$ cat src/include/load_step_defs.vh
// load_step_defs.vh: offsets, field positions, reset values and timing counts
// assumes a 100 MHz mclk and classic wishbone word addressing (byte offsets)
`ifndef LOAD_STEP_DEFS_VH
`define LOAD_STEP_DEFS_VH

`define LS_CLK_MHZ         100
`define LS_STEPS           5
`define LS_STEP_W          3
`define LS_KW_W            16
`define LS_DLY_W           16

// register byte offsets
`define LS_REG_CTRL        8'h00
`define LS_REG_DUM_TRIP    8'h04
`define LS_REG_DUM_RET     8'h08
`define LS_REG_DUM_DLY     8'h0C
`define LS_REG_SHD_TRIP    8'h10
`define LS_REG_SHD_RET     8'h14
`define LS_REG_SHD_DLY     8'h18
`define LS_REG_STATUS      8'h1C
`define LS_REG_KW          8'h20

// control field positions
`define LS_CTRL_DUM_EN     0
`define LS_CTRL_SHD_EN     1
`define LS_CTRL_DUM_CNT_LO 4
`define LS_CTRL_SHD_CNT_LO 8
`define LS_CTRL_SHD_ST_LO  12

// reset values
`define LS_CTRL_RST        32'h0000_0000
`define LS_KW_RST          16'h0000
`define LS_DLY_RST         16'h000A

// delay tick: 1 ms in microseconds, cycles derived from the clock rate
`define LS_TICK_US         1000
`define LS_TICK_CYC        (`LS_TICK_US * `LS_CLK_MHZ)
`define LS_TICK_W          17

`endif

$ cat src/step_delay.v
// step_delay.v: qualifying delay timer counting ticks while a condition holds
// assumes tick is a one-cycle enable pulse on mclk
`timescale 1ns/1ns
`include "load_step_defs.vh"

module step_delay (
  input  wire                 mclk,   // system clock
  input  wire                 rst,    // sync reset, active high
  input  wire                 run,    // threshold condition present
  input  wire                 tick,   // delay time base pulse
  input  wire [`LS_DLY_W-1:0] limit,  // delay length in ticks
  output reg                  expire  // one-cycle pulse on qualification
);

  reg [`LS_DLY_W-1:0] cnt_r;

  // condition dropping clears the count so timing restarts afresh
  always @(posedge mclk) begin
    if (rst || !run) begin
      cnt_r  <= {`LS_DLY_W{1'b0}};
      expire <= 1'b0;
    end else if (expire) begin
      cnt_r  <= {`LS_DLY_W{1'b0}};
      expire <= 1'b0;
    end else if (tick) begin
      if (cnt_r + 16'h0001 >= limit) begin
        expire <= 1'b1;
      end else begin
        cnt_r <= cnt_r + 16'h0001;
      end
    end
  end

endmodule

$ cat src/load_step_controller.v
// load_step_controller.v: dummy load and load shedding step sequencer
// assumes kw, gen_running, about_to_load, on_load and stopping come from pins
// and are synchronised here; registers reached over classic wishbone
//
// Contract
// - Dummy stepping has up to five steps, runs only when enabled, and is bounded by the count.
// - At start all dummy outputs are off and dummy monitoring begins only once on load.
// - Load below the dummy trip for the full delay energises the next dummy step.
// - Load above the dummy return for the full delay drops the highest dummy step.
// - On stopping all dummy and shedding outputs turn off together with the open command.
// - Shedding has up to five steps and runs only when enabled.
// - Just before taking load the at-start number of shedding outputs are energised.
// - Load above the shedding trip for the full delay energises the next shedding step.
// - Load below the shedding return for the full delay drops the highest shedding step.
`timescale 1ns/1ns
`include "load_step_defs.vh"

// tick period is a parameter so a bench can shorten it; the default is 1 ms
module load_step_controller #(
  parameter TICK_CYC = `LS_TICK_CYC // cycles per delay tick
) (
  input  wire                  mclk,          // 100 MHz clock
  input  wire                  rst,           // sync reset, active high
  input  wire [31:0]           wb_adr_i,      // wishbone address
  input  wire [31:0]           wb_dat_i,      // wishbone write data
  input  wire [3:0]            wb_sel_i,      // wishbone byte selects
  input  wire                  wb_we_i,       // wishbone write enable
  input  wire                  wb_cyc_i,      // wishbone cycle
  input  wire                  wb_stb_i,      // wishbone strobe
  output reg  [31:0]           wb_dat_o,      // wishbone read data
  output reg                   wb_ack_o,      // wishbone acknowledge
  output reg                   wb_err_o,      // unmapped address answer
  input  wire [`LS_KW_W-1:0]   kw_in,         // measured generator kW
  input  wire                  gen_running,   // generator started
  input  wire                  about_to_load, // load transfer imminent
  input  wire                  on_load,       // generator load switch closed
  input  wire                  stopping,      // stopping sequence entered
  output reg                   load_open,     // load switch open command
  output reg  [`LS_STEPS-1:0]  dummy_out,     // dummy step relays
  output reg  [`LS_STEPS-1:0]  shed_out       // shedding step relays
);

  // two-flop synchronisers for pin inputs; first stage read only by second
  reg [`LS_KW_W-1:0] kw_m_r, kw_r;
  reg [3:0]          st_m_r, st_r;
  always @(posedge mclk) begin
    if (rst) begin
      kw_m_r <= `LS_KW_RST;
      kw_r   <= `LS_KW_RST;
      st_m_r <= 4'h0;
      st_r   <= 4'h0;
    end else begin
      kw_m_r <= kw_in;
      kw_r   <= kw_m_r;
      st_m_r <= {stopping, on_load, about_to_load, gen_running};
      st_r   <= st_m_r;
    end
  end
  // kw bus may skew across bits; thresholds are tolerant of one-sample error
  wire run_s   = st_r[0];
  wire pre_s   = st_r[1];
  wire load_s  = st_r[2];
  wire stop_s  = st_r[3];

  // configuration registers
  reg [31:0]          ctrl_r;
  reg [`LS_KW_W-1:0]  dum_trip_r, dum_ret_r, shd_trip_r, shd_ret_r;
  reg [31:0]          dum_dly_r, shd_dly_r;
  wire                dum_en  = ctrl_r[`LS_CTRL_DUM_EN];
  wire                shd_en  = ctrl_r[`LS_CTRL_SHD_EN];
  wire [2:0]          dum_cnt_raw = ctrl_r[`LS_CTRL_DUM_CNT_LO +: 3];
  wire [2:0]          shd_cnt_raw = ctrl_r[`LS_CTRL_SHD_CNT_LO +: 3];
  wire [2:0]          shd_st_raw  = ctrl_r[`LS_CTRL_SHD_ST_LO +: 3];
  // counts above five clamp to five
  wire [2:0] dum_cnt = (dum_cnt_raw > 3'h5) ? 3'h5 : dum_cnt_raw;
  wire [2:0] shd_cnt = (shd_cnt_raw > 3'h5) ? 3'h5 : shd_cnt_raw;
  wire [2:0] shd_st  = (shd_st_raw > shd_cnt) ? shd_cnt : shd_st_raw;

  // wishbone slave: ack one cycle after strobe, dropped the next cycle
  wire       req   = wb_cyc_i && wb_stb_i && !wb_ack_o && !wb_err_o;
  wire [7:0] adr   = wb_adr_i[7:0];
  wire       hit   = (wb_adr_i[31:6] == 26'h0) && (adr[1:0] == 2'b00) &&
                     (adr <= `LS_REG_KW);
  wire       wr    = req && hit && wb_we_i;

  function [31:0] merge;
    input [31:0] old;
    input [31:0] nw;
    input [3:0]  sel;
    integer i;
    begin
      merge = old;
      for (i = 0; i < 4; i = i + 1) begin
        if (sel[i]) begin
          merge[i*8 +: 8] = nw[i*8 +: 8];
        end
      end
    end
  endfunction

  // merged write words; thresholds keep only their low half
  wire [31:0] dum_trip_wd = merge({16'h0000, dum_trip_r}, wb_dat_i, wb_sel_i);
  wire [31:0] dum_ret_wd  = merge({16'h0000, dum_ret_r}, wb_dat_i, wb_sel_i);
  wire [31:0] shd_trip_wd = merge({16'h0000, shd_trip_r}, wb_dat_i, wb_sel_i);
  wire [31:0] shd_ret_wd  = merge({16'h0000, shd_ret_r}, wb_dat_i, wb_sel_i);

  // register writes
  always @(posedge mclk) begin
    if (rst) begin
      ctrl_r     <= `LS_CTRL_RST;
      dum_trip_r <= `LS_KW_RST;
      dum_ret_r  <= `LS_KW_RST;
      shd_trip_r <= `LS_KW_RST;
      shd_ret_r  <= `LS_KW_RST;
      dum_dly_r  <= {16'h0000, `LS_DLY_RST};
      shd_dly_r  <= {16'h0000, `LS_DLY_RST};
    end else if (wr) begin
      case (adr)
        `LS_REG_CTRL:     ctrl_r     <= merge(ctrl_r, wb_dat_i, wb_sel_i);
        `LS_REG_DUM_TRIP: dum_trip_r <= dum_trip_wd[15:0];
        `LS_REG_DUM_RET:  dum_ret_r  <= dum_ret_wd[15:0];
        `LS_REG_DUM_DLY:  dum_dly_r  <= merge(dum_dly_r, wb_dat_i, wb_sel_i) & 32'h0000_FFFF;
        `LS_REG_SHD_TRIP: shd_trip_r <= shd_trip_wd[15:0];
        `LS_REG_SHD_RET:  shd_ret_r  <= shd_ret_wd[15:0];
        `LS_REG_SHD_DLY:  shd_dly_r  <= merge(shd_dly_r, wb_dat_i, wb_sel_i) & 32'h0000_FFFF;
        default:          ctrl_r     <= ctrl_r;
      endcase
    end
  end

  // sequencing state
  localparam ST_IDLE = 2'b00;
  localparam ST_PRE  = 2'b01;
  localparam ST_LOAD = 2'b10;
  localparam ST_STOP = 2'b11;
  reg [1:0] state_r, state_nxt;
  reg [2:0] dum_lvl_r, shd_lvl_r;

  // read mux
  reg [31:0] rd_nxt;
  always @* begin
    case (adr)
      `LS_REG_CTRL:     rd_nxt = ctrl_r;
      `LS_REG_DUM_TRIP: rd_nxt = {16'h0000, dum_trip_r};
      `LS_REG_DUM_RET:  rd_nxt = {16'h0000, dum_ret_r};
      `LS_REG_DUM_DLY:  rd_nxt = dum_dly_r;
      `LS_REG_SHD_TRIP: rd_nxt = {16'h0000, shd_trip_r};
      `LS_REG_SHD_RET:  rd_nxt = {16'h0000, shd_ret_r};
      `LS_REG_SHD_DLY:  rd_nxt = shd_dly_r;
      `LS_REG_STATUS:   rd_nxt = {16'h0000, 2'b00, state_r, 1'b0, shd_lvl_r,
                                  1'b0, dum_lvl_r, 3'b000, load_open};
      `LS_REG_KW:       rd_nxt = {16'h0000, kw_r};
      default:          rd_nxt = 32'h0000_0000;
    endcase
  end

  always @(posedge mclk) begin
    if (rst) begin
      wb_ack_o <= 1'b0;
      wb_err_o <= 1'b0;
      wb_dat_o <= 32'h0000_0000;
    end else begin
      wb_ack_o <= req && hit;
      wb_err_o <= req && !hit;
      wb_dat_o <= (req && hit && !wb_we_i) ? rd_nxt : 32'h0000_0000;
    end
  end

  // delay time base: one pulse per millisecond
  reg [`LS_TICK_W-1:0] div_r;
  reg                  tick_r;
  always @(posedge mclk) begin
    if (rst) begin
      div_r  <= {`LS_TICK_W{1'b0}};
      tick_r <= 1'b0;
    end else if (div_r == TICK_CYC - 1) begin
      div_r  <= {`LS_TICK_W{1'b0}};
      tick_r <= 1'b1;
    end else begin
      div_r  <= div_r + 17'h00001;
      tick_r <= 1'b0;
    end
  end

  // supervision only while on load and not stopping
  wire active   = (state_r == ST_LOAD);
  wire dum_low  = active && dum_en && (kw_r < dum_trip_r) && (dum_lvl_r < dum_cnt);
  wire dum_high = active && dum_en && (kw_r > dum_ret_r) && (dum_lvl_r != 3'h0);
  wire shd_high = active && shd_en && (kw_r > shd_trip_r) && (shd_lvl_r < shd_cnt);
  wire shd_low  = active && shd_en && (kw_r < shd_ret_r) && (shd_lvl_r != 3'h0);
  wire [3:0] exp_w;
  wire [3:0] run_w = {shd_low, shd_high, dum_high, dum_low};
  wire [`LS_DLY_W-1:0] lim_w [0:3];
  assign lim_w[0] = dum_dly_r[15:0];
  assign lim_w[1] = dum_dly_r[15:0];
  assign lim_w[2] = shd_dly_r[15:0];
  assign lim_w[3] = shd_dly_r[15:0];

  // one qualifying timer per direction; dropping the condition restarts it
  genvar g;
  generate
    for (g = 0; g < 4; g = g + 1) begin : dly
      step_delay u_dly (
        .mclk   (mclk),
        .rst    (rst),
        .run    (run_w[g]),
        .tick   (tick_r),
        .limit  (lim_w[g]),
        .expire (exp_w[g])
      );
    end
  endgenerate

  // phase of the generator's loading cycle
  always @* begin
    state_nxt = state_r;
    case (state_r)
      ST_IDLE: if (pre_s && !stop_s) state_nxt = ST_PRE;
               else if (load_s && !stop_s) state_nxt = ST_LOAD;
      ST_PRE:  if (stop_s) state_nxt = ST_STOP;
               else if (load_s) state_nxt = ST_LOAD;
      ST_LOAD: if (stop_s || !load_s) state_nxt = ST_STOP;
      ST_STOP: if (!stop_s && !load_s && !pre_s) state_nxt = ST_IDLE;
      default: state_nxt = ST_IDLE;
    endcase
  end

  // step levels and relays; the stop clears everything with the open command
  always @(posedge mclk) begin
    if (rst) begin
      state_r   <= ST_IDLE;
      dum_lvl_r <= 3'h0;
      shd_lvl_r <= 3'h0;
      load_open <= 1'b1;
    end else begin
      state_r <= state_nxt;
      if (state_nxt == ST_STOP || !run_s) begin
        dum_lvl_r <= 3'h0;
        shd_lvl_r <= 3'h0;
        load_open <= 1'b1;
      end else if (state_r == ST_IDLE && state_nxt == ST_PRE) begin
        shd_lvl_r <= shd_en ? shd_st : 3'h0;
        dum_lvl_r <= 3'h0;
      end else if (state_nxt == ST_LOAD) begin
        load_open <= 1'b0;
        if (!dum_en) dum_lvl_r <= 3'h0;
        else if (exp_w[0]) dum_lvl_r <= dum_lvl_r + 3'h1;
        else if (exp_w[1]) dum_lvl_r <= dum_lvl_r - 3'h1;
        if (!shd_en) shd_lvl_r <= 3'h0;
        else if (exp_w[2]) shd_lvl_r <= shd_lvl_r + 3'h1;
        else if (exp_w[3]) shd_lvl_r <= shd_lvl_r - 3'h1;
      end
    end
  end

  // thermometer decode of levels to relays, cleared in the stop cycle itself
  generate
    for (g = 0; g < `LS_STEPS; g = g + 1) begin : rel
      always @(posedge mclk) begin
        if (rst || state_nxt == ST_STOP || !run_s) begin
          dummy_out[g] <= 1'b0;
          shed_out[g]  <= 1'b0;
        end else begin
          dummy_out[g] <= (g < dum_lvl_r);
          shed_out[g]  <= (g < shd_lvl_r);
        end
      end
    end
  endgenerate

endmodule

$ cat config.mk
export PLATFORM = sky130hd
export DESIGN_NAME = load_step_controller
export DESIGN_NICKNAME = d
export VERILOG_FILES = /design/src/step_delay.v /design/src/load_step_controller.v
export VERILOG_INCLUDE_DIRS = /design/src /design/src/include
export SDC_FILE = /design/constraint.sdc
export NUM_CORES = 1
export LEC_CHECK = 0
export ABC_AREA = 1
export ABC_CLOCK_PERIOD_IN_PS = 4000
export BUFFER_PORTS_ARGS = -buffer_cell sky130_fd_sc_hd__buf_2
export CORE_UTILIZATION = 35
export CTS_CLUSTER_DIAMETER = 40
export DETAILED_ROUTE_END_ITERATION = 12
export PLACE_DENSITY_LB_ADDON = 0.1
export SLEW_MARGIN = 25
export SYNTH_ARGS = -nofsm -noshare
export SYNTH_HDL_FRONTEND = slang
export SYNTH_SLANG_ARGS = --single-unit
$ cat constraint.sdc
create_clock -name mclk -period 4 [get_ports mclk]
set_input_delay 0.6 -clock mclk [delete_from_list [all_inputs] [get_ports mclk]]
set_output_delay 0.6 -clock mclk [all_outputs]
set_load 0.1 [all_outputs]
# After elaboration in Yosys (flattened, before gate mapping)

Cells that the tools add are included.

Register bits: 307
Output and inout bits: 45
Logic and storage cells: 215

Add/sub/neg operators: 9
Magnitude comparators: 24
Equality and inequality tests: 17
Muxes and demuxes: 25
Bitwise logic cells: 7
Reductions and logical operators: 86

Operators with widths:

| operator                                                   | number |
|---|---|
| one-hot mux 32 bit (9 select lines)                        | 1 |
| adder 16 x 1 -> 16 bit (second input constant)             | 4 |
| greater-or-equal comparator 16 bit                         | 4 |
| AND reduction 3 bit                                        | 16 |
| 2-to-1 mux 3 bit                                           | 12 |
| == test 8 x 5 -> 1 bit (second input constant)             | 4 |
| greater-than comparator 16 bit                             | 2 |
| less-than comparator 16 bit                                | 2 |
| logical NOT 26 bit                                         | 1 |
| logical AND 1 bit                                          | 24 |
| adder 17 x 1 -> 17 bit (second input constant)             | 1 |
| == test 17 bit (second input constant)                     | 1 |
| == test 8 x 4 -> 1 bit (second input constant)             | 2 |
| OR reduction 3 bit                                         | 5 |
| AND reduction 2 bit                                        | 7 |
| OR reduction 2 bit                                         | 7 |
| logical NOT 1 bit                                          | 12 |
| less-than comparator 1 x 3 -> 1 bit (first input constant) | 4 |
| less-than comparator 2 x 3 -> 1 bit (first input constant) | 4 |
| 2-to-1 mux 2 bit                                           | 6 |
| == test 2 bit (second input constant)                      | 4 |
| == test 8 x 3 -> 1 bit (second input constant)             | 1 |
| == test 8 x 6 -> 1 bit (second input constant)             | 1 |
| <= comparator 8 x 6 -> 1 bit (second input constant)       | 1 |
| 17 further kinds                                           | 42 |

# Logic depth before layout (Yosys ltp)

Depth after elaboration: 9
Depth in mapped cells: 19
Gate-level depth less buffers: 18

# By module

Synthesis repeated with hierarchy kept, for this count alone.

Cell total of the unflattened synthesis: 2,704
Area, all modules: 17,848.4 um^2

By module, submodules not included:

| module                         | times used | cells each | area an instance (um^2) | seq. area each (um^2) |
|---|---|---|---|---|
| load_step_controller           | 1          | 1,715      | 11,815.1                | 4,784.6 |
| step_delay at dly[0].u_dly ... | 3          | 246        | 1,512.7                 | 340.3 |
| step_delay at dly[3].u_dly     | 1          | 251        | 1,495.2                 | 340.3 |

# Least setup slack after synthesis

OpenSTA, ideal clock, no wires.

Path kind: register to register
From: reg dly[2].u_dly.cnt_r[0]
To: reg dly[2].u_dly.cnt_r[11]
Data arrival time: 2.549 ns
Required time: 3.887 ns
Path slack: 1.338 ns
Stages on the path, launching flop included: 17
Path buffers: 1
Cells stage by stage: dfxtp_1 -> ha_1 -> nand3_1 -> nor2_1 -> nand3_1 -> nor2_1 -> nand3_1 -> xor2_1 -> ha_1 -> nand2_1 -> nor3_1 -> nand3_1 -> nand4_1 -> clkbuf_1 -> nand2_1 -> nand2_1 -> nor2_1

Word-level cells in the longest chain between the ends: 4

Ends and longest elaborated chain:

| what                                 | RTL line                         | source |
|---|---|---|
| start, declared                      | step_delay.v:15                  | `` reg [`LS_DLY_W-1:0] cnt_r; `` |
| start signal, assigned               | step_delay.v:20                  | `` cnt_r <= {`LS_DLY_W{1'b0}}; `` |
| start signal, assigned               | step_delay.v:23                  | `` cnt_r <= {`LS_DLY_W{1'b0}}; `` |
| start signal, assigned               | step_delay.v:29                  | `cnt_r <= cnt_r + 16'h0001;` |
| adder 16 x 1 -> 16 bit *             | step_delay.v:26, step_delay.v:29 |  |
| greater-or-equal comparator 16 bit   | step_delay.v:26                  | `if (cnt_r + 16'h0001 >= limit) begin` |
| inverter 1 bit (no source line)      | -                                |  |
| AND reduction 2 bit (no source line) | -                                |  |

Mark *: on every way between the ends. The rest lies on a longest branch, timed or not.
A chain may end at the register's enable or synchronous reset.

# Worst setup path in the final report

From: reg dly[0].u_dly.cnt_r[0]
To: reg dly[0].u_dly.cnt_r[1]

Word-level cells in the longest chain between the ends: 4

Ends and longest elaborated chain:

| what                                 | RTL line |
|---|---|
| start, declared                      | step_delay.v:15 |
| start signal, assigned               | step_delay.v:20 |
| start signal, assigned               | step_delay.v:23 |
| start signal, assigned               | step_delay.v:29 |
| adder 16 x 1 -> 16 bit *             | step_delay.v:26, step_delay.v:29 |
| greater-or-equal comparator 16 bit   | step_delay.v:26 |
| inverter 1 bit (no source line)      | - |
| AND reduction 2 bit (no source line) | - |

Marks and branches as above.

==> key figures <==
Synth
  • Synth Net Count: 2711
  • Async SR Flop Fraction: 0%
  • Syn Area/Cell: 6.90 µm²
  • Seq/Total Area, Yosys: 36.0%
  • Syn Inst Count: 2472
  • EDFF count, synth: 0
  • Synthesis Warnings: 0
  • Share of the synthesized area in the top cell type: 36.0%
  • Synth area leaders: dfxtp_1 36%, nand2_1 11%, ha_1 11%
  • Cell taking the most area after synthesis: dfxtp_1
  • Synth Flop Type: dfxtp_1
  • Yosys reg bits: around 310
  • Synth cell types: 44
  • Netlist Area Pre-Place: 0.0171 mm²

Layout
  • Final net count: ~2900
  • Layout cells sized above 1: 11.5%
  • Synth-to-Final Area Change: 19.7%
  • Fill count: 4958

Outcome
  • Status: finished clean

Drt
  • Remaining DRCs: 0
  • WL final: 52.2 mm
  • Detailed-route vias per instance: 4.89
  • Initial DRC Count: 979
  • Uppermost layer routed: met4
  • 1st-pass router iterations: 5
  • Met3 WL: 2.75 mm
  • Final ANT Viol Nets: 0
  • Total number of vias: 16000
  • Wire length per cell: 15.9 µm
  • Metal2 WL: 23.5 mm
  • WL met1: 24.5 mm

Pwr
  • Peak supply drop: ~0.32 mV
  • Lkg Pwr: 9.63 nW
  • Pwr dens: 420 mW/mm²
  • Power consumption: 0.00857 W

Clock network
  • Post-CTS Hold Fix Bufs: 0
  • H-tree Lvls: 2
  • Num CTS Buffers: 61
  • Buffer depth of the longest clock path: 3
  • TritonCTS clock tree: yes
  • Worst-path clk slew: 0.05 ns
  • Cells resized by post-CTS repair: 0
  • Clk_lat worst skew: 0.61 ns
  • Clk sinks: 307
  • Setup Fix Bufs, Post-CTS: 0
  • Root buffer cell: clkbuf_16

STA
  • Worst slew margin: 38.5%
  • Worst Tran Pin Value: 0.922 ns
  • Period utilization: 82.0%
  • Fin. max-slew vios: 0
  • Minimum clock period: 3.28 ns
  • Worst Skew: between 0.02 and 0.025 ns
  • Setup TNS: 0 ns
  • Final Hold Vio Count: 0
  • Fmax: approximately 310 MHz
  • RSZ-0062 raised after global routing: no
  • Count of final setup violators: 0

Setup path
  • Cell mode on critical path: nand2_1
  • CP Cell Sequence: inv_1, nor2_1, nand3_1, nor2_1, nand2_1, nand2_1, inv_1, ha_1, nand2_1, nor3_1, nand2_1, nand4_2, nand2_1, a21oi_1
  • Crit path largest cell delay: 0.49 ns
  • CP Capture Type: flop
  • Reg2reg start: dly[0].u_dly.cnt_r[0]
  • Setup Crit Path Kind: reg -> reg
  • Slowest CP cell: nand4_2
  • Critical path origin: dly[0].u_dly.cnt_r[0]
  • WP data required: 4.52 ns
  • Startpoint Class: flop
  • WP data arrival: 3.80 ns
  • Critical Path Fanout Max: 18

Worst hold path
  • HP Class: in -> reg
  • Hold Startpoint: kw_in[12]

Floorplan
  • Die W: 223 µm
  • I/O Pins: 138
  • Core box area: 0.0479 mm²
  • Starting Density: 35.6%
  • Die area: 0.0496 mm²
  • Die H: 223 µm
  • FP Rows: 80

Job
  • Number of max-cap violations: 0

Global route
  • Vias in the first global route: 15100
  • Antenna violations before repair: 0
  • Pin count of the biggest net entering global routing: 131
  • GRT Util Overall: 21.2%
  • First-pass GRT wire length: 82.5 mm
  • Total gr overflow: 0

Place
  • DP Wirelength: 38.7 mm
  • Port bufs: 137
  • GPL Wtd Cong: 0.860
-- sequential cells by signal (all words and copies together) (netlist names), 17 cells and up --
name,count
dly.u_dly.cnt_r,64
ctrl_r,32
wb_dat_o,32
div_r,17
-- final cells by class --
class                      count  area (µm²)  share of cell area (%)
multi-input combinational   1749        9270                    45.4
clock buffer                  69        1640                    8.03
clock inverter                45         452                    2.21
inverter                     335        1260                    6.18
tap                          615         769                    3.77
timing repair buffer         159         867                    4.25
antenna                        1        2.50                  0.0123
sequential                   307        6150                    30.1
-- worst max-delay path: cells and delay by family (launching register included) --
kind	cells	cell delay, ns
adder cells (fa/ha/maj)	1	0.28
flip-flops	1	0.38
AO/OA/AOI/OAI	1	0.15
AND/OR/NAND/NOR	10	2.27
buffers and inverters	2	0.12
-- stage by stage --
| step | setup WS, ns | hold WS (ns) | cell area, µm² | cells | util (%) |
|---|---|---|---|---|---|
| after floorplan | 1.34 | 0.388 | 17100 | 2472 | - |
| after global placement | 0.753 | 0.394 | 18300 | 3165 | 38.2 |
| after detailed placement | 0.735 | 0.394 | 18300 | 3165 | 38.2 |
| after CTS | 0.733 | 0.147 | 20400 | 3279 | 42.5 |
| after global routing | 0.364 | 0.177 | 20400 | 3279 | 42.6 |
| final | 0.722 | 0.181 | 20400 | 3280 | 42.6 |
-- cell families (layout without fill, tap and decap cells) --
logic type | after synthesis | count (layout) | share of synthesized area (%)
other | 0 | 1 | 0
adder cells (fa/ha/maj) | 146 | 146 | 10.7
XOR/XNOR | 61 | 61 | 3.13
buffers and inverters | 416 | 608 | 9.64
flip-flops | 307 | 307 | 36.0
AO/OA/AOI/OAI | 300 | 300 | 9.77
AND/OR/NAND/NOR | 1242 | 1242 | 30.7
-- layer usage --
metal  GRT usage, %  vias up
li1               -     8197
met1           28.4     7352
met2           34.4      395
met3           3.15       80
met4           7.47        0
met5              0        -
-- cell usage after synthesis (all sizes together), types with 8 or more instances --
| library cell | number |
|---|---|
| buf | 28 |
| a31oi | 8 |
| dfxtp | 307 |
| nand3 | 65 |
| o211ai | 11 |
| xor2 | 49 |
| nor2 | 475 |
| nand4 | 54 |
| ha | 146 |
| a21oi | 117 |
| inv | 333 |
| clkbuf | 53 |
| nor3 | 101 |
| o21a | 8 |
| xnor2 | 12 |
| o22ai | 33 |
| o221ai | 8 |
| o21ai | 104 |
| nand2 | 531 |
-- cell usage in the layout, fill, tap and decap left out, types with 33 or more instances in the layout --
master and instances:
nor2_1 466, clkbuf_16 63, o21ai_0 79, xor2_1 49
nor3_1 100, dfxtp_1 307, nand4_1 49, inv_1 330
a21oi_1 116, nand3_1 64, ha_1 146, nand2_1 520
o22ai_1 33, buf_2 137
-- report_power, final --
part | internal, W | leakage (nW) | switching, W | total, W
clock network | 0.00325 | 1.03 | 0.00189 | 0.00514
logic | 0.000104 | 6.12 | 0.000209 | 0.000313
registers | 0.00309 | 2.48 | 0.0000234 | 0.00311
total | 0.00645 | 9.63 | 0.00212 | 0.00857
-- final timing paths --
check | cells past startpoint | slack, ns | to
worst max-delay path | 14 | 0.72 | dly[0].u_dly.cnt_r[1]
worst min register to register | 2 | 0.38 | kw_r[10]
worst min-delay path | 3 | 0.18 | kw_m_r[12]
worst max register to register | 14 | 0.72 | dly[0].u_dly.cnt_r[1]
(Power assumes the default switching activity.)
